[config.mk]
export PLATFORM = sky130hd
export DESIGN_NAME = stall_prevention_supervisor
export DESIGN_NICKNAME = d
export VERILOG_FILES = /design/src/stall_pkg.sv /design/src/stall_prevention_supervisor.sv
export SDC_FILE = /design/constraint.sdc
export NUM_CORES = 1
export LEC_CHECK = 0
export BUFFER_PORTS_ARGS = -buffer_cell sky130_fd_sc_hd__buf_4
export CAP_MARGIN = 0
export CORE_MARGIN = 1
export CORE_UTILIZATION = 50
export CTS_CLUSTER_SIZE = 25
export DETAILED_ROUTE_END_ITERATION = 6
export PLACE_DENSITY = 0.7
export SLEW_MARGIN = 20
export SYNTH_ARGS = -nofsm -noshare
export SYNTH_HDL_FRONTEND = slang
export SYNTH_SLANG_ARGS = --single-unit
export TNS_END_PERCENT = 50
[constraint.sdc]
create_clock -name pclk -period 5.75 [get_ports pclk]
set_input_delay 1.15 -clock pclk [delete_from_list [all_inputs] [get_ports pclk]]
set_output_delay 1.15 -clock pclk [all_outputs]
set_load 0.01 [all_outputs]
[src/stall_pkg.sv]
// Package of constants and types for the stall prevention supervisor.
`default_nettype none
package stall_pkg;
    localparam int unsigned CLK_HZ          = 250_000_000;
    localparam int unsigned FLAG_HOLD_MS    = 100;
    localparam int unsigned FLAG_HOLD_CYC   = FLAG_HOLD_MS * (CLK_HZ / 1000);
    localparam int unsigned TENTH_S_CYC     = CLK_HZ / 10;
    localparam int unsigned COLLAPSE_S      = 3;
    localparam int unsigned COLLAPSE_CYC    = COLLAPSE_S * CLK_HZ;
    localparam logic [15:0] COLLAPSE_RPM    = 16'h000f;
    localparam logic [15:0] NO_STALL_RPM    = 16'h012c;
    localparam logic [15:0] SETTING_OFF     = 16'h270f;
    localparam logic [15:0] DELAY_MAX_TENTH = 16'h00fa;
    localparam logic [15:0] LEVEL_FULL      = 16'h03e8;
    localparam logic [15:0] BOOST_MAX       = 16'h05dc;
    localparam logic [7:0]  PHASE_POWER     = 8'h64;
    localparam logic [7:0]  PHASE_REGEN     = 8'h65;
    localparam int unsigned PH_ACC_BIT      = 1;
    localparam int unsigned PH_CONST_BIT    = 2;
    localparam int unsigned PH_DEC_BIT      = 3;
    localparam int unsigned PH_STOP_BIT     = 4;
    localparam logic [7:0]  OUT_FUNC_POS    = 8'h03;
    localparam logic [7:0]  OUT_FUNC_NEG    = 8'h67;
    localparam logic [7:0]  IN_FUNC_SECOND  = 8'h03;
    localparam logic [1:0]  REG_PSEL_R      = 2'h0;
    localparam logic [1:0]  REG_PSEL_HI     = 2'h1;
    localparam logic [7:0]  ADDR_LEVELS     = 8'h00;
    localparam logic [7:0]  ADDR_PHASE      = 8'h04;
    localparam logic [7:0]  ADDR_DELAY      = 8'h08;
    localparam logic [7:0]  ADDR_BOOST      = 8'h0c;
    localparam logic [7:0]  ADDR_TERM       = 8'h10;
    localparam logic [7:0]  ADDR_STATUS     = 8'h14;
    localparam logic [7:0]  ADDR_CTRL       = 8'h18;
    localparam logic [15:0] RST_PRIMARY     = 16'h05dc;
    localparam logic [15:0] RST_SECOND      = 16'h270f;
    localparam logic [7:0]  RST_PHASE       = 8'h00;
    localparam logic [15:0] RST_DELAY       = 16'h0000;
    localparam logic [15:0] RST_BOOST       = 16'h270f;
    localparam logic [7:0]  RST_OUT_FUNC    = 8'h03;
    localparam logic [7:0]  RST_IN_FUNC     = 8'h03;
    typedef enum logic [2:0] {
        ST_RUN   = 3'b001,
        ST_STOP  = 3'b010,
        ST_FAULT = 3'b100
    } run_state_t;
    typedef enum logic [2:0] {
        MV_HOLD  = 3'b001,
        MV_DECEL = 3'b010,
        MV_ACCEL = 3'b100
    } speed_cmd_t;
endpackage
`default_nettype wire

[src/stall_prevention_supervisor.sv]
// Stall prevention supervisor with APB configuration registers.
// Summary of operation
// - Stall flag, once raised by stall action, holds at least 100 ms.
// - Flag drops when current falls to or below the active level.
// - Delay 0 immediate, 0.1 to 25 s delayed, 9999 never flags.
// - Regeneration avoidance or overvoltage stall also drive the flag.
// - Output terminal code 3 gives flag, code 103 gives it inverted.
// - Speed held at 15 r/min by stall for 3 s trips fault, cuts power.
// - Second function select swaps in the second stall level.
// - Input terminal code 3 makes it the second function select.
// - Second function select also enables every other second-set function.
// - Phase select 16 to 31 stops operation on flag; below continues.
// - All three phases disabled means no stall action and no speed fault; regen avoidance or overvoltage still flag.
// - Values 100 and 101 confine stall to power or regeneration.
// - Stop on flag reports stopped-by-stall fault and halts.
// - Boost caps torque below 10 % speed, 0 to 150 %, 9999 is 100 %.
// - Below 10 % speed the primary level comparison is disabled.
// - Stall decelerates in accel or constant, accelerates in decel.
// - Stall action never operates at or below 300 r/min.
// - Second level 9999 means primary; a level of 0 disables stall.
`default_nettype none
module stall_prevention_supervisor
    import stall_pkg::*;
#(
    parameter int unsigned HOLD_CYC     = FLAG_HOLD_CYC,
    parameter int unsigned TENTH_CYC    = TENTH_S_CYC,
    parameter int unsigned COLLAPSE_CNT = COLLAPSE_CYC
) (
    input  wire logic        pclk,
    input  wire logic        presetn,
    input  wire logic        psel,
    input  wire logic        penable,
    input  wire logic        pwrite,
    input  wire logic [7:0]  paddr,
    input  wire logic [31:0] pwdata,
    output logic      [31:0] prdata,
    output logic             pready,
    output logic             pslverr,
    input  wire logic [15:0] output_current,
    input  wire logic [15:0] rotation_speed,
    input  wire logic [15:0] rated_speed,
    input  wire logic        accelerating,
    input  wire logic        decelerating,
    input  wire logic        regenerating,
    input  wire logic        regen_avoid_active,
    input  wire logic        overvoltage_stall_active,
    input  wire logic        input_terminal_pin,
    output logic             output_terminal_pin,
    output logic             stall_flag_output,
    output logic             second_function_select,
    output logic [2:0]       speed_command,
    output logic [15:0]      torque_limit,
    output logic             stall_speed_fault,
    output logic             stall_stop_fault,
    output logic             power_output_enable
);
    logic [15:0] primary_stall_level_reg;
    logic [15:0] second_stall_level_reg;
    logic [7:0]  stall_phase_select_reg;
    logic [15:0] stall_flag_delay_reg;
    logic [15:0] low_speed_torque_limit_reg;
    logic [7:0]  output_terminal_function_reg;
    logic [7:0]  input_terminal_function_reg;
    logic        pin_meta_reg;
    logic        pin_sync_reg;
    logic        flag_reg;
    logic [31:0] hold_cnt_reg;
    logic [31:0] tick_cnt_reg;
    logic [15:0] tenth_cnt_reg;
    logic [31:0] collapse_cnt_reg;
    logic [31:0] prdata_next;
    run_state_t  state_reg;
    speed_cmd_t  cmd_next;

    // Only full word writes are decoded, so sub-word strobes are unneeded.
    function automatic logic hit(input logic [7:0] a, input logic [7:0] b);
        hit = (a == b);
    endfunction

    wire logic apb_wr = psel && penable && pwrite;
    assign pready  = 1'b1;
    assign pslverr = 1'b0;

    always_ff @(posedge pclk or negedge presetn) begin
        if (!presetn) begin
            primary_stall_level_reg      <= RST_PRIMARY;
            second_stall_level_reg       <= RST_SECOND;
            stall_phase_select_reg       <= RST_PHASE;
            stall_flag_delay_reg         <= RST_DELAY;
            low_speed_torque_limit_reg   <= RST_BOOST;
            output_terminal_function_reg <= RST_OUT_FUNC;
            input_terminal_function_reg  <= RST_IN_FUNC;
        end else if (apb_wr) begin
            if (hit(paddr, ADDR_LEVELS)) begin
                primary_stall_level_reg <= pwdata[15:0];
                second_stall_level_reg  <= pwdata[31:16];
            end else if (hit(paddr, ADDR_PHASE)) begin
                stall_phase_select_reg <= pwdata[7:0];
            end else if (hit(paddr, ADDR_DELAY)) begin
                stall_flag_delay_reg <= pwdata[15:0];
            end else if (hit(paddr, ADDR_BOOST)) begin
                low_speed_torque_limit_reg <= pwdata[15:0];
            end else if (hit(paddr, ADDR_TERM)) begin
                output_terminal_function_reg <= pwdata[7:0];
                input_terminal_function_reg  <= pwdata[15:8];
            end
        end
    end

    always_comb begin
        prdata_next = 32'h0000_0000;
        if (hit(paddr, ADDR_LEVELS)) begin
            prdata_next = {second_stall_level_reg, primary_stall_level_reg};
        end else if (hit(paddr, ADDR_PHASE)) begin
            prdata_next = {24'h000000, stall_phase_select_reg};
        end else if (hit(paddr, ADDR_DELAY)) begin
            prdata_next = {16'h0000, stall_flag_delay_reg};
        end else if (hit(paddr, ADDR_BOOST)) begin
            prdata_next = {16'h0000, low_speed_torque_limit_reg};
        end else if (hit(paddr, ADDR_TERM)) begin
            prdata_next = {16'h0000, input_terminal_function_reg,
                           output_terminal_function_reg};
        end else if (hit(paddr, ADDR_STATUS)) begin
            prdata_next = {26'h0000000, state_reg, stall_speed_fault,
                           stall_flag_output, second_function_select};
        end
    end

    // Read data is registered in the setup cycle so it is stable at access.
    always_ff @(posedge pclk or negedge presetn) begin
        if (!presetn) begin
            prdata <= 32'h0000_0000;
        end else if (psel && !penable && !pwrite) begin
            prdata <= prdata_next;
        end
    end

    always_ff @(posedge pclk or negedge presetn) begin
        if (!presetn) begin
            pin_meta_reg <= 1'b0;
            pin_sync_reg <= 1'b0;
        end else begin
            pin_meta_reg <= input_terminal_pin;
            pin_sync_reg <= pin_meta_reg;
        end
    end

    // The same select is exported so other second-set blocks follow it.
    assign second_function_select = pin_sync_reg &&
        (input_terminal_function_reg == IN_FUNC_SECOND);

    wire logic [15:0] active_level = (second_function_select &&
        second_stall_level_reg != SETTING_OFF) ?
        second_stall_level_reg : primary_stall_level_reg;

    wire logic [31:0] speed_x10 = {16'h0000, rotation_speed} * 32'd10;
    wire logic low_speed = speed_x10 < {16'h0000, rated_speed};
    wire logic [7:0] ph = stall_phase_select_reg;
    wire logic by_state = (ph == PHASE_POWER) || (ph == PHASE_REGEN);

    logic phase_ok;
    always_comb begin
        phase_ok = 1'b0;
        if (by_state) begin
            phase_ok = (ph == PHASE_POWER) ? !regenerating
                                           : regenerating;
        end else if (accelerating) begin
            phase_ok = !ph[PH_ACC_BIT];
        end else if (decelerating) begin
            phase_ok = !ph[PH_DEC_BIT];
        end else begin
            phase_ok = !ph[PH_CONST_BIT];
        end
    end

    wire logic over_level = phase_ok && (active_level != 16'h0000) &&
        (output_current > active_level);

    // Low-speed region relies on the torque cap instead of this compare.
    wire logic stall_action = over_level && !low_speed &&
        (rotation_speed > NO_STALL_RPM);

    wire logic flag_cause = stall_action || regen_avoid_active ||
        overvoltage_stall_active;
    wire logic delay_off = stall_flag_delay_reg == SETTING_OFF;
    wire logic delay_done = tenth_cnt_reg >= stall_flag_delay_reg;
    // The hold counts from the rise only, so a long stall still releases
    // the flag as soon as the current is back under the level.
    wire logic flag_set = flag_cause && delay_done && !delay_off;

    always_ff @(posedge pclk or negedge presetn) begin
        if (!presetn) begin
            tick_cnt_reg  <= 32'h0000_0000;
            tenth_cnt_reg <= 16'h0000;
        end else if (!flag_cause) begin
            tick_cnt_reg  <= 32'h0000_0000;
            tenth_cnt_reg <= 16'h0000;
        end else if (!delay_done) begin
            if (tick_cnt_reg == TENTH_CYC - 1) begin
                tick_cnt_reg  <= 32'h0000_0000;
                tenth_cnt_reg <= tenth_cnt_reg + 16'h0001;
            end else begin
                tick_cnt_reg <= tick_cnt_reg + 32'h0000_0001;
            end
        end
    end

    always_ff @(posedge pclk or negedge presetn) begin
        if (!presetn) begin
            flag_reg     <= 1'b0;
            hold_cnt_reg <= 32'h0000_0000;
        end else if (!flag_reg) begin
            if (flag_set) begin
                flag_reg     <= 1'b1;
                hold_cnt_reg <= HOLD_CYC - 1;
            end
        end else if (hold_cnt_reg != 32'h0000_0000) begin
            hold_cnt_reg <= hold_cnt_reg - 32'h0000_0001;
        end else if (!flag_set) begin
            flag_reg <= 1'b0;
        end
    end
    assign stall_flag_output = flag_reg;

    always_ff @(posedge pclk or negedge presetn) begin
        if (!presetn) begin
            output_terminal_pin <= 1'b0;
        end else if (output_terminal_function_reg == OUT_FUNC_POS) begin
            output_terminal_pin <= flag_reg;
        end else if (output_terminal_function_reg == OUT_FUNC_NEG) begin
            output_terminal_pin <= !flag_reg;
        end else begin
            output_terminal_pin <= 1'b0;
        end
    end

    always_ff @(posedge pclk or negedge presetn) begin
        if (!presetn) begin
            collapse_cnt_reg <= 32'h0000_0000;
        end else if (!over_level || rotation_speed > COLLAPSE_RPM) begin
            // Speed guards are skipped here, else they would hide a collapse.
            collapse_cnt_reg <= 32'h0000_0000;
        end else if (collapse_cnt_reg != COLLAPSE_CNT) begin
            collapse_cnt_reg <= collapse_cnt_reg + 32'h0000_0001;
        end
    end

    always_ff @(posedge pclk or negedge presetn) begin
        if (!presetn) begin
            state_reg <= ST_RUN;
        end else begin
            case (state_reg)
                ST_RUN: begin
                    if (collapse_cnt_reg == COLLAPSE_CNT) begin
                        state_reg <= ST_FAULT;
                    end else if (flag_reg && ph[PH_STOP_BIT] && !by_state) begin
                        state_reg <= ST_STOP;
                    end
                end
                default: state_reg <= state_reg;
            endcase
        end
    end
    assign stall_speed_fault   = state_reg == ST_FAULT;
    assign stall_stop_fault    = state_reg == ST_STOP;
    assign power_output_enable = state_reg == ST_RUN;

    always_comb begin
        cmd_next = MV_HOLD;
        if (stall_action) begin
            cmd_next = decelerating ? MV_ACCEL : MV_DECEL;
        end
    end
    assign speed_command = cmd_next;

    // Above the cap the value is clipped, so a bad write cannot overdrive.
    always_ff @(posedge pclk or negedge presetn) begin
        if (!presetn) begin
            torque_limit <= LEVEL_FULL;
        end else if (low_speed_torque_limit_reg == SETTING_OFF) begin
            torque_limit <= LEVEL_FULL;
        end else if (low_speed_torque_limit_reg > BOOST_MAX) begin
            torque_limit <= BOOST_MAX;
        end else begin
            torque_limit <= low_speed_torque_limit_reg;
        end
    end

    a_flag_hold: assert property
        (@(posedge pclk) disable iff (!presetn)
        $rose(flag_reg) |-> flag_reg [*8]) else $error("flag hold short");
    a_flag_off: assert property
        (@(posedge pclk) disable iff (!presetn)
        delay_off && !flag_reg |=> !flag_reg) else $error("flag not off");
    a_term_pol: assert property
        (@(posedge pclk) disable iff (!presetn)
        output_terminal_function_reg == OUT_FUNC_NEG |=>
        output_terminal_pin == !$past(flag_reg))
        else $error("terminal polarity");
    a_fault_cut: assert property
        (@(posedge pclk) disable iff (!presetn)
        stall_speed_fault |-> !power_output_enable) else $error("no cut");
    a_level_sel: assert property
        (@(posedge pclk) disable iff (!presetn)
        !second_function_select |-> active_level == primary_stall_level_reg)
        else $error("level select");
    a_all_off: assert property
        (@(posedge pclk) disable iff (!presetn)
        !by_state && ph[3:1] == 3'b111 |-> !over_level)
        else $error("stall while disabled");
    a_stop_hold: assert property
        (@(posedge pclk) disable iff (!presetn)
        stall_stop_fault |=> stall_stop_fault) else $error("stop lost");
    a_slow_none: assert property
        (@(posedge pclk) disable iff (!presetn)
        rotation_speed <= NO_STALL_RPM |-> speed_command == MV_HOLD)
        else $error("stall at low rpm");
    a_decel_cmd: assert property
        (@(posedge pclk) disable iff (!presetn)
        stall_action && decelerating |-> speed_command == MV_ACCEL)
        else $error("wrong direction");
endmodule
`default_nettype wire

==> summary.md, run 1 <==
| Metric | Value |
|---|---|
| Pins Over Slew Limit | `0` |
| Pwr dens | `~250 mW/mm2` |
| Worst Hold End | `pin_sync_reg` |
| Reg-to-reg endpoint | `tick_cnt_reg[29]` |
| Clock Skew | `around 0.011 ns` |
| Yosys top cell area share | `0.384` |
| Vias in the first global route | `around 11k` |
| DIE WIDTH | `172 um` |
| Top cells by area, synth | `dfrtp_1 (38%), ha_1 (6.9%), dfstp_2 (6.2%), mux2_2 (6.1%), nand2_1 (3.8%)` |
| ANT cells | `0` |
| CTS sink cnt | `255` |
| Net count, final | `1813` |
| Crit-path max cell delay | `0.38 ns` |
| Later-pin clock latency in the skew report | `0.55 ns` |
| Max Freq | `~180 MHz` |
| Final RePlAce weighted congestion | `around 0.90` |
| Share of cells above drive strength 1 | `0.244` |
| Ys async rst share | `1.00` |
| Crit path launch | `rotation_speed[1]` |
| Worst-path maximum fanout | `4` |
| Power Total | `roughly 4.3 mW` |
| Area growth syn-to-layout | `20.0%` |
| Cts bufs inserted | `28` |
| Leakage | `~7.7 nW` |
| Post-Syn Area per Cell | `9.81 um2` |
| Vias per cell | `5.82` |
| Most frequent cell after synthesis | `dfrtp_1` |
| Critical path class | `primary input to output port` |
| Grt ovf | `0` |
| Placeable core region | `approximately 0.028 mm2` |
| Initial core utilization | `0.513` |
| Ys flop type | `dfrtp_1` |
| Final setup viols | `0` |
| DIE AREA | `roughly 0.03 mm2` |
| Period utilization | `0.982` |
| Initial antenna violation count | `0` |
| Post-Synth XOR/XNOR Area | `0.0401` |
| Multiplexer share of the synthesized area | `0.0846` |
| CTS Hold Bufs | `0` |
| Main combinational cell family by area after synthesis | `simple AND/OR/NAND/NOR gates` |
| Die Ht | `approximately 170 um` |
| Clock Root Buffer | `clkbuf_16` |
| Worst EP required | `4.60 ns` |
| Vias | `around 12k` |
| Detailed Route WL | `around 36000 um` |
| Flops & latches, synth | `roughly 260` |
| Worst-path cell chain | `buf_4, ha_4, ha_4, fa_2, a211oi_2, buf_4, o21bai_1, a21oi_1, xnor2_1, ha_1, and4_1, a21oi_1, o211ai_1, a2111oi_4, a21oi_1, buf_4, and2_4, buf_6` |
| Reg-to-Reg Start | `input_terminal_function_reg[1]` |
| I/O pin cnt | `approximately 160` |
| Cell taking the most area after synthesis | `dfrtp_1` |
| Post-synthesis sequential area ratio | `0.446` |
| Synth Area in Adders | `0.0709` |
| Type of element capturing the critical path | `output port` |
| Pre-CTS setup slack | `-0.102 ns` |
| Placed inst area | `0.0161 mm2` |
| H-tree depth | `1` |
| First-pass GRT wire length | `a little under 60000 um` |
| Cell Area, Synth | `approximately 0.014 mm2` |
| WHS Path Cells | `0` |
| Routed Antenna Nets | `0` |
| Synth top cells by count | `dfrtp_1 (221), nand2_1 (145), nor2_1 (103), a21oi_1 (83), ha_1 (80)` |
| CTS tree | `yes` |
| Hold_sp | `pin_meta_reg` |
| Worst reg-to-reg path cell count | `15` |
| Arrival @ worst endpoint | `4.50 ns` |
| PnR worst setup slack | `about 0.1 ns` |
| Slew headroom | `0.339` |
| Post-DR wirelength/cell | `between 15 and 20 um` |
| Max stage delay cell, worst path | `a2111oi_4` |
| Status | `completed` |
| Final core utilization | `0.615` |
| Max Cap Viol | `0` |
| Worst R2R Setup Slack | `around 1.2 ns` |
| Post-synth EDFFs | `0` |
| Clk buf depth | `3` |
| Yosys cell types | `73` |
| TNS Setup | `0 ns` |
| Cell area after layout | `around 0.017 mm2` |
| Largest net degree at the start of global routing | `120` |
| CP top delay family | `compound AO/OA/AOI/OAI gates` |
| Synth Instances | `~1.5k` |
| Fin crit period | `between 5 and 6 ns` |
| CP Launch Type | `primary input` |
| Fillers | `roughly 2.4k` |
| Post-Synth Simple-Gate Area | `0.195` |
| Min-Delay Path Class | `flip-flop to flip-flop` |
| Rows | `approximately 60` |
| Detail Placement HPWL | `approximately 26000 um` |
| Final routed DRC violation total | `0` |
| DR iter-0 viols | `between 800 and 900` |
| Worst slew pin tran | `approximately 0.98 ns` |
| Peak supply drop | `between 0.2 and 0.25 mV` |
| Final hold vios | `0` |
| Yosys warnings | `0` |
| Synth Area in Compound Gates | `0.131` |
| First-pass detailed-route iteration total | `5` |
| CTS clock-pin slew for the worst setup and hold paths | `approximately 0.060 ns` |
| Port Buffer Count | `155` |
| CP Buf/Inv Count | `4` |
| GRT Total Usage | `0.246` |
==> timing repair <==
item | CTS | global route
pin swaps | 0 | 34
endpoints found under the hold margin | 0 | 0
setup endpoints to repair | 3 | 3
setup buffers | 0 | 8
resized for setup | 4 | 35
==> area by class of cell <==
cell class / instances / area, um2 / share of cell area
multi-input combinational: 1102 / 7780 / 0.450
sequential: 255 / 6420 / 0.372
timing repair buffer: 189 / 1450 / 0.0837
clock buffer: 41 / 790 / 0.0457
tap: 378 / 473 / 0.0274
inverter: 57 / 214 / 0.0124
clock inverter: 10 / 161 / 0.00934
==> placed cells by master, fill, tap and decap left out, types with 9 or more instances in the layout <==
| master | instances |
|---|---|
| nor3_1 | 25 |
| o21ai_0 | 74 |
| ha_1 | 66 |
| inv_1 | 56 |
| clkbuf_1 | 9 |
| xor2_1 | 26 |
| dfstp_2 | 34 |
| buf_4 | 185 |
| mux2_2 | 78 |
| or4_1 | 25 |
| a22oi_1 | 9 |
| nand3_1 | 73 |
| ha_4 | 10 |
| or3_1 | 25 |
| a21oi_1 | 79 |
| nand4_1 | 33 |
| nor2_1 | 102 |
| xnor2_1 | 40 |
| dfrtp_1 | 221 |
| a21o_1 | 15 |
| and3_1 | 18 |
| nor4_1 | 31 |
| o211ai_1 | 9 |
| mux2i_1 | 34 |
| nand2_1 | 145 |
| clkbuf_16 | 28 |
| o31ai_1 | 26 |
==> worst reg2reg max path, delay by kind of cell (launching register included) <==
kind | cells | cell delay, ns
compound gates | 6 | 1.09
fa+ha+maj | 1 | 0.31
buf+inv | 2 | 0.54
flops | 1 | 0.53
mux | 1 | 0.15
simple gates | 5 | 1.88
==> kinds of logic after synthesis <==
kind of cell,count (synthesis)
xor gates and xnor gates,66
muxes,112
adders and majority gates,81
buffers and inverters,116
DFF,255
and+or+nand+nor,547
other,2
AOI/OAI and AO/OA,289
==> worst max-delay path by stage <==
stage	endpoint	slack, ns	cells after the start
after floorplan	speed_command[1]	0.32	16
after global placement	speed_command[1]	0.06	20
after detailed placement	speed_command[2]	-0.10	18
after CTS	speed_command[2]	0.009	18
after global routing	speed_command[2]	-0.05	19
final	speed_command[2]	0.10	18
==> power breakdown <==
group	total, mW	leakage, nW	switching [mW]	internal (mW)
clock network	1.85	0.467	0.721	1.13
logic	0.536	3.98	0.286	0.250
registers	1.89	3.22	0.0431	1.85
==> stage by stage <==
step / hold WS, ns / std cells
final: 0.351 / 2032
after global routing: 0.366 / 2032
after CTS: 0.354 / 2024
after detailed placement: 0.341 / 1973
after global placement: 0.342 / 1973
after floorplan: 0.331 / 1473
==> routing by layer <==
metal	GRT usage	vias to the layer above	part of all wire
li1	-	5693	-
met1	0.337	5760	0.45
met2	0.408	308	0.47
met3	0.0308	57	0.054
met4	0.0668	0	0.022
met5	0	-	0
Power figures use the tool's default switching activity.
==> inputs of run 2 (changes only) <==
Settings changed: REMOVE_ABC_BUFFERS set to 1.
==> summary.md, run 2 (same netlist as run 1, synthesis figures left out) <==
| Metric | Value |
|---|---|
| Period utilization | `0.971 (was 0.982)` |
| ANT cells | `0 (unchanged)` |
| Sequential Power Share | `0.440 (was 0.442)` |
| First-pass GRT wire length | `58500 um (was 58200 um)` |
| Fillers | `2377 (was 2382)` |
| Leakage | `7.69 nW (was 7.67 nW)` |
| Final RePlAce weighted congestion | `0.888 (was 0.896)` |
| Clk buf depth | `3 (unchanged)` |
| Area growth syn-to-layout | `19.5% (was 20.0%)` |
| Type of element capturing the critical path | `output port (unchanged)` |
| Grt ovf | `0 (unchanged)` |
| CP Launch Type | `primary input (unchanged)` |
| GRT Total Usage | `0.246 (about the same)` |
| Reg-to-Reg Start | `input_terminal_function_reg[1] (unchanged)` |
| Post-DR wirelength/cell | `17.6 um (was 17.7 um)` |
| Vias per cell | `5.87 (was 5.82)` |
| Fin Hold WS | `0.354 ns (was 0.351 ns)` |
| CTS Hold Bufs | `0 (unchanged)` |
| DR iter-0 viols | `897 (was 837)` |
| CP Buf/Inv Count | `10 (was 4)` |
| Worst EP required | `4.60 ns (about the same)` |
| I/O pin cnt | `158 (unchanged)` |
| Pins Over Slew Limit | `0 (unchanged)` |
| Net count, final | `1811 (was 1813)` |
| H-tree depth | `1 (unchanged)` |
| CP top delay family | `compound AO/OA/AOI/OAI gates (unchanged)` |
| Clock Root Buffer | `clkbuf_16 (unchanged)` |
| TNS Setup | `0 ns (unchanged)` |
| Commonest non-fill, non-tap cell in the layout | `dfrtp_1 (unchanged)` |
| Critical path class | `primary input to output port (unchanged)` |
| Max stage delay cell, worst path | `fa_2 (was a2111oi_4)` |
| Vias in the first global route | `11.4k (about the same)` |
| Peak supply drop | `0.264 mV (was 0.240 mV)` |
| Share of cells above drive strength 1 | `0.238 (was 0.244)` |
| Worst-path cell chain | `buf_4, ha_4, ha_4, fa_2, a211oi_4, buf_4, o21ai_2, a21oi_2, buf_4, buf_4, buf_4, buf_4, buf_4, buf_4, buf_4, o21ai_2, a2111oi_4, a21oi_2, and2_1, buf_4 (was buf_4, ha_4, ha_4, fa_2, a211oi_2, buf_4, o21bai_1, a21oi_1, xnor2_1, ha_1, and4_1, a21oi_1, o211ai_1, a2111oi_4, a21oi_1, buf_4, and2_4, buf_6)` |
| Crit-path max cell delay | `0.41 ns (was 0.38 ns)` |
| Worst Hold End | `pin_sync_reg (unchanged)` |
| Switching Power | `1.08 mW (was 1.05 mW)` |
| Arrival @ worst endpoint | `4.43 ns (was 4.50 ns)` |
| Final setup viols | `0 (unchanged)` |
| Clock Skew | `0.0468 ns (was 0.0107 ns)` |
| Initial core utilization | `0.513 (unchanged)` |
| Worst R2R Setup Slack | `1.14 ns (was 1.17 ns)` |
| DIE AREA | `0.0295 mm2 (unchanged)` |
| CTS clock-pin slew for the worst setup and hold paths | `0.06 ns (about the same)` |
| Max Freq | `179 MHz (was 177 MHz)` |
| Slew headroom | `0.310 (was 0.339)` |
| Clock network fraction of total power | `0.438 (was 0.432)` |
| Worst-path maximum fanout | `3 (was 4)` |
| Most numerous cell on the critical path | `buf_4` |
| Status | `completed (unchanged)` |
| Hold_sp | `pin_meta_reg (unchanged)` |
| Port Buffer Count | `155 (unchanged)` |
| CTS tree | `yes (unchanged)` |
| Later-pin clock latency in the skew report | `0.58 ns (was 0.55 ns)` |
| Vias | `11.9k (was 11.8k)` |
| Initial antenna violation count | `0 (unchanged)` |
| Detailed Route WL | `35700 um (was 36000 um)` |
| Pint | `3.21 mW (was 3.23 mW)` |
| Worst reg-to-reg path cell count | `15 (unchanged)` |
| DIE WIDTH | `172 um (unchanged)` |
| Die Ht | `172 um (unchanged)` |
| Final routed DRC violation total | `0 (unchanged)` |
| Reg-to-reg endpoint | `hold_cnt_reg[28] (was tick_cnt_reg[29])` |
| Worst slew pin tran | `1.03 ns (was 0.983 ns)` |
| Pwr dens | `249 mW/mm2 (was 247 mW/mm2)` |
| Detail Placement HPWL | `25300 um (was 25700 um)` |
| Placeable core region | `0.0281 mm2 (unchanged)` |
| Placed inst area | `0.0160 mm2 (was 0.0161 mm2)` |
| Comb power frac | `0.122 (was 0.125)` |
| Fin crit period | `5.58 ns (was 5.65 ns)` |
| Min-Delay Path Class | `flip-flop to flip-flop (unchanged)` |
| Max Cap Viol | `0 (unchanged)` |
| Final core utilization | `0.613 (was 0.615)` |
| CTS sink cnt | `255 (unchanged)` |
| Rows | `61 (unchanged)` |
| Final hold vios | `0 (unchanged)` |
| Routed Antenna Nets | `0 (unchanged)` |
| WHS Path Cells | `0 (unchanged)` |
| First-pass detailed-route iteration total | `5 (unchanged)` |
| Largest net degree at the start of global routing | `135 (was 120)` |
| Cts bufs inserted | `28 (unchanged)` |
| Switching Share | `0.253 (was 0.246)` |
| Commonest cells after routing, fill and taps aside | `dfrtp_1 (221), buf_4 (182), nand2_1 (145), nor2_1 (102) (was dfrtp_1 (221), buf_4 (185), nand2_1 (145), nor2_1 (102), a21oi_1 (79))` |
| Cell area after layout | `0.0172 mm2 (was 0.0173 mm2)` |
## run 2: cell count changes in the layout (fill, tap and decap cells not counted), moves of 2 or more
cell,delta
and2_1,+2
buf_4,-3
clkbuf_1,-5
clkbuf_8,+3
clkinv_2,+2
ha_1,+11
ha_2,-4
ha_4,-7
o21ai_2,+2
## run 2: routing by layer
metal,up-vias,part of all wire,GRT usage
met3,71,0.049,0.0265
li1,5709,-,-
met5,-,0,0
met2,333,0.47,0.399
met1,5801,0.46,0.348
met4,0,0.026,0.0703
## run 2: final cells by class
| class | instances | area (um2) | area share |
|---|---|---|---|
| Tap cell | 378 | 473 | 0.0275 |
| Inverter | 57 | 214 | 0.0124 |
| Sequential cell | 255 | 6420 | 0.373 |
| Timing Repair Buffer | 187 | 1460 | 0.0848 |
| Clock inverter | 12 | 166 | 0.00967 |
| Clock buffer | 39 | 812 | 0.0472 |
| Multi-Input combinational cell | 1102 | 7660 | 0.445 |
## run 2: worst max-delay path by stage
stage / startpoint / endpoint / slack (ns) / depth (start not counted)
6_report: rotation_speed[1] / speed_command[2] / 0.17 / 20
2_1_floorplan: rotation_speed[1] / hold_cnt_reg[27] / -0.98 / 16
4_1_cts: rotation_speed[1] / speed_command[2] / 0.002 / 18
3_3_place_gp: rotation_speed[1] / speed_command[2] / -0.05 / 18
5_1_grt: rotation_speed[2] / speed_command[1] / -0.04 / 18
3_5_place_dp: rotation_speed[1] / speed_command[2] / -0.15 / 18
## run 2: through the flow
step	power [mW]	cells	worst slack, ns
after floorplan	2.18	1414	-0.975
after global placement	2.39	1970	-0.0526
after detailed placement	2.41	1970	-0.155
after CTS	4.31	2028	0.00239
after global routing	4.46	2030	-0.0389
final	4.29	2030	0.166
## run 2: worst reg2reg max path: cells and delay by family (launching register included)
kind | cells | cell delay (ns)
and+or+nand+nor | 5 | 1.56
buffers and inverters | 2 | 0.52
DFF | 1 | 0.55
AOI/OAI and AO/OA | 6 | 1.43
adders and majority gates | 1 | 0.32
muxes | 1 | 0.11
## run 2: power groups by stage
| stage | registers (mW) | logic, mW | clock network, mW |
|---|---|---|---|
| 2_1_floorplan | 1.91 | 0.263 | 0 |
| 4_1_cts | 1.89 | 0.508 | 1.92 |
| 5_1_grt | 1.89 | 0.587 | 1.98 |
| 3_3_place_gp | 1.92 | 0.476 | 0 |
| 3_5_place_dp | 1.92 | 0.489 | 0 |
| 6_report | 1.89 | 0.523 | 1.88 |
## run 2: what timing repair did
| action | in CTS | in global routing |
|---|---|---|
| pin swaps | 5 | 10 |
| setup buffers | 7 | 1 |
| setup endpoints to repair | 3 | 3 |
| endpoints found under the hold margin | 0 | 0 |
| resized for setup | 10 | 12 |
==> inputs of run 3 (changes only) <==
Settings changed: CORE_ASPECT_RATIO set to 0.6.
==> summary.md, run 3 (same netlist as run 1, synthesis figures left out) <==
| Metric | Value |
|---|---|
| Post-DR wirelength/cell | `19.7 um (was 17.6 um)` |
| Hold_sp | `pin_meta_reg (unchanged)` |
| CTS tree | `yes (unchanged)` |
| Net count, final | `1816 (was 1811)` |
| WHS Path Cells | `0 (unchanged)` |
| GRT Total Usage | `0.274 (was 0.246)` |
| Leakage | `7.66 nW (was 7.69 nW)` |
| Cts bufs inserted | `25 (was 28)` |
| Switching Share | `0.258 (was 0.253)` |
| Peak supply drop | `0.197 mV (was 0.264 mV)` |
| Commonest cells after routing, fill and taps aside | `dfrtp_1 (221), buf_4 (191), nand2_1 (145), nor2_1 (103), a21oi_1 (79) (was dfrtp_1 (221), buf_4 (182), nand2_1 (145), nor2_1 (102))` |
| Reg-to-reg endpoint | `tick_cnt_reg[22] (was hold_cnt_reg[28])` |
| DIE AREA | `0.0295 mm2 (about the same)` |
| Initial core utilization | `0.516 (was 0.513)` |
| Placeable core region | `0.0279 mm2 (was 0.0281 mm2)` |
| TNS Setup | `0 ns (unchanged)` |
| Largest net degree at the start of global routing | `130 (was 135)` |
| CTS sink cnt | `255 (unchanged)` |
| Worst-path maximum fanout | `4 (was 3)` |
| Fin crit period | `5.65 ns (was 5.58 ns)` |
| Slew headroom | `0.331 (was 0.310)` |
| Max Freq | `177 MHz (was 179 MHz)` |
| DIE WIDTH | `221 um (was 172 um)` |
| Fin Hold WS | `0.350 ns (was 0.354 ns)` |
| Vias in the first global route | `11.4k (about the same)` |
| ANT cells | `0 (unchanged)` |
| Crit path launch | `rotation_speed[5] (was rotation_speed[1])` |
| Switching Power | `1.08 mW (about the same)` |
| Detail Placement HPWL | `29300 um (was 25300 um)` |
| Grt ovf | `0 (unchanged)` |
| Type of element capturing the critical path | `output port (unchanged)` |
| Vias per cell | `6.00 (was 5.87)` |
| Status | `completed (unchanged)` |
| Clk buf depth | `3 (unchanged)` |
| Port Buffer Count | `155 (unchanged)` |
| Clock Skew | `0.00940 ns (was 0.0468 ns)` |
| Power Total | `4.18 mW (was 4.29 mW)` |
| Sequential Power Share | `0.453 (was 0.440)` |
| Pre-CTS setup slack | `-0.170 ns (was -0.155 ns)` |
| Pint | `3.10 mW (was 3.21 mW)` |
| Final routed DRC violation total | `0 (unchanged)` |
| Clock network fraction of total power | `0.412 (was 0.438)` |
| PnR worst setup slack | `0.0998 ns (was 0.166 ns)` |
| Arrival @ worst endpoint | `4.50 ns (was 4.43 ns)` |
| First-pass GRT wire length | `64000 um (was 58500 um)` |
| Final hold vios | `0 (unchanged)` |
| Worst reg-to-reg path cell count | `16 (was 15)` |
| Final core utilization | `0.618 (was 0.613)` |
| First-pass detailed-route iteration total | `5 (unchanged)` |
| H-tree depth | `1 (unchanged)` |
| CTS clock-pin slew for the worst setup and hold paths | `0.07 ns (was 0.06 ns)` |
| I/O pin cnt | `158 (unchanged)` |
| Final RePlAce weighted congestion | `0.945 (was 0.888)` |
| Max Cap Viol | `0 (unchanged)` |
| Worst EP required | `4.60 ns (about the same)` |
| Reg-to-Reg Start | `input_terminal_function_reg[1] (unchanged)` |
| Detailed Route WL | `39800 um (was 35700 um)` |
| CP Launch Type | `primary input (unchanged)` |
| Initial antenna violation count | `0 (unchanged)` |
| Worst Hold End | `pin_sync_reg (unchanged)` |
| Pwr dens | `242 mW/mm2 (was 249 mW/mm2)` |
| CTS Hold Bufs | `0 (unchanged)` |
| Period utilization | `0.983 (was 0.971)` |
| Comb power frac | `0.136 (was 0.122)` |
| Clock Root Buffer | `clkbuf_16 (unchanged)` |
| Worst slew pin tran | `1.00 ns (was 1.03 ns)` |
| Rows | `47 (was 61)` |
| Min-Delay Path Class | `flip-flop to flip-flop (unchanged)` |
| Vias | `12.1k (was 11.9k)` |
| Die Ht | `133 um (was 172 um)` |
| Final setup viols | `0 (unchanged)` |
| DR iter-0 viols | `1165 (was 897)` |
| Commonest non-fill, non-tap cell in the layout | `dfrtp_1 (unchanged)` |
| RSZ-0062 raised after global routing | `yes` |
| Later-pin clock latency in the skew report | `0.54 ns (was 0.58 ns)` |
| Routed Antenna Nets | `0 (unchanged)` |
| Critical path class | `primary input to output port (unchanged)` |
| Area growth syn-to-layout | `19.8% (was 19.5%)` |
| Pins Over Slew Limit | `0 (unchanged)` |
| Worst R2R Setup Slack | `1.19 ns (was 1.14 ns)` |
| Share of cells above drive strength 1 | `0.245 (was 0.238)` |
-- run 3: stage by stage --
step	cell area, um2	std cells
6_report	17300	2021
5_1_grt	17300	2021
4_1_cts	17200	2020
3_5_place_dp	16100	1972
3_3_place_gp	16100	1972
2_1_floorplan	14200	1414
-- run 3: area by class of cell --
| cell class | count | area [um2] |
|---|---|---|
| Sequential cell | 255 | 6420 |
| Inverter | 57 | 214 |
| Clock inverter | 17 | 203 |
| Multi-Input combinational cell | 1102 | 7800 |
| Fill cell | 2327 | 10700 |
| Clock buffer | 28 | 647 |
| Timing Repair Buffer | 195 | 1510 |
| Tap cell | 367 | 459 |
-- run 3: worst max path at each step --
stage | endpoint | slack (ns) | depth (start not counted)
finish | speed_command[2] | 0.1 | 18
global route | speed_command[2] | -0.03 | 19
CTS | speed_command[2] | 0.004 | 18
detailed placement | speed_command[2] | -0.17 | 19
global placement | speed_command[2] | -0.12 | 19
floorplan | hold_cnt_reg[27] | -0.98 | 16
-- run 3: worst max-delay path: stages --
cell       delay [ns]
buf_4            0.13
ha_1             0.29
ha_1             0.29
o211a_1          0.23
o21a_1           0.22
a21o_1           0.19
a21oi_2          0.18
xnor2_2          0.14
ha_1             0.27
a21oi_1          0.13
o21ai_1          0.09
a21oi_1          0.15
o211ai_1         0.21
a2111oi_4        0.27
a21oi_1          0.12
buf_4            0.17
and2_1           0.15
buf_4            0.14
-- run 3: power by group through the flow --
stage | clock [mW] | sequential [mW] | combinational [mW]
2_1_floorplan | 0 | 1.91 | 0.263
3_3_place_gp | 0 | 1.92 | 0.499
3_5_place_dp | 0 | 1.92 | 0.515
4_1_cts | 1.76 | 1.89 | 0.553
5_1_grt | 1.82 | 1.90 | 0.625
6_report | 1.72 | 1.89 | 0.567
-- run 3: layer usage --
layer	up-vias	GRT usage	wire (um)
met4	0	0.0591	823
met5	-	0	0
li1	5693	-	-
met3	62	0.0551	3100
met2	423	0.379	16100
met1	5954	0.434	19800
-- run 3: timing repair --
action | 4_1_cts | 5_1_grt
gates cloned | 0 | 0
resized for setup | 27 | 9
endpoints found under the setup margin | 3 | 3
buffers inserted | 3 | 1
pin swaps | 17 | 20
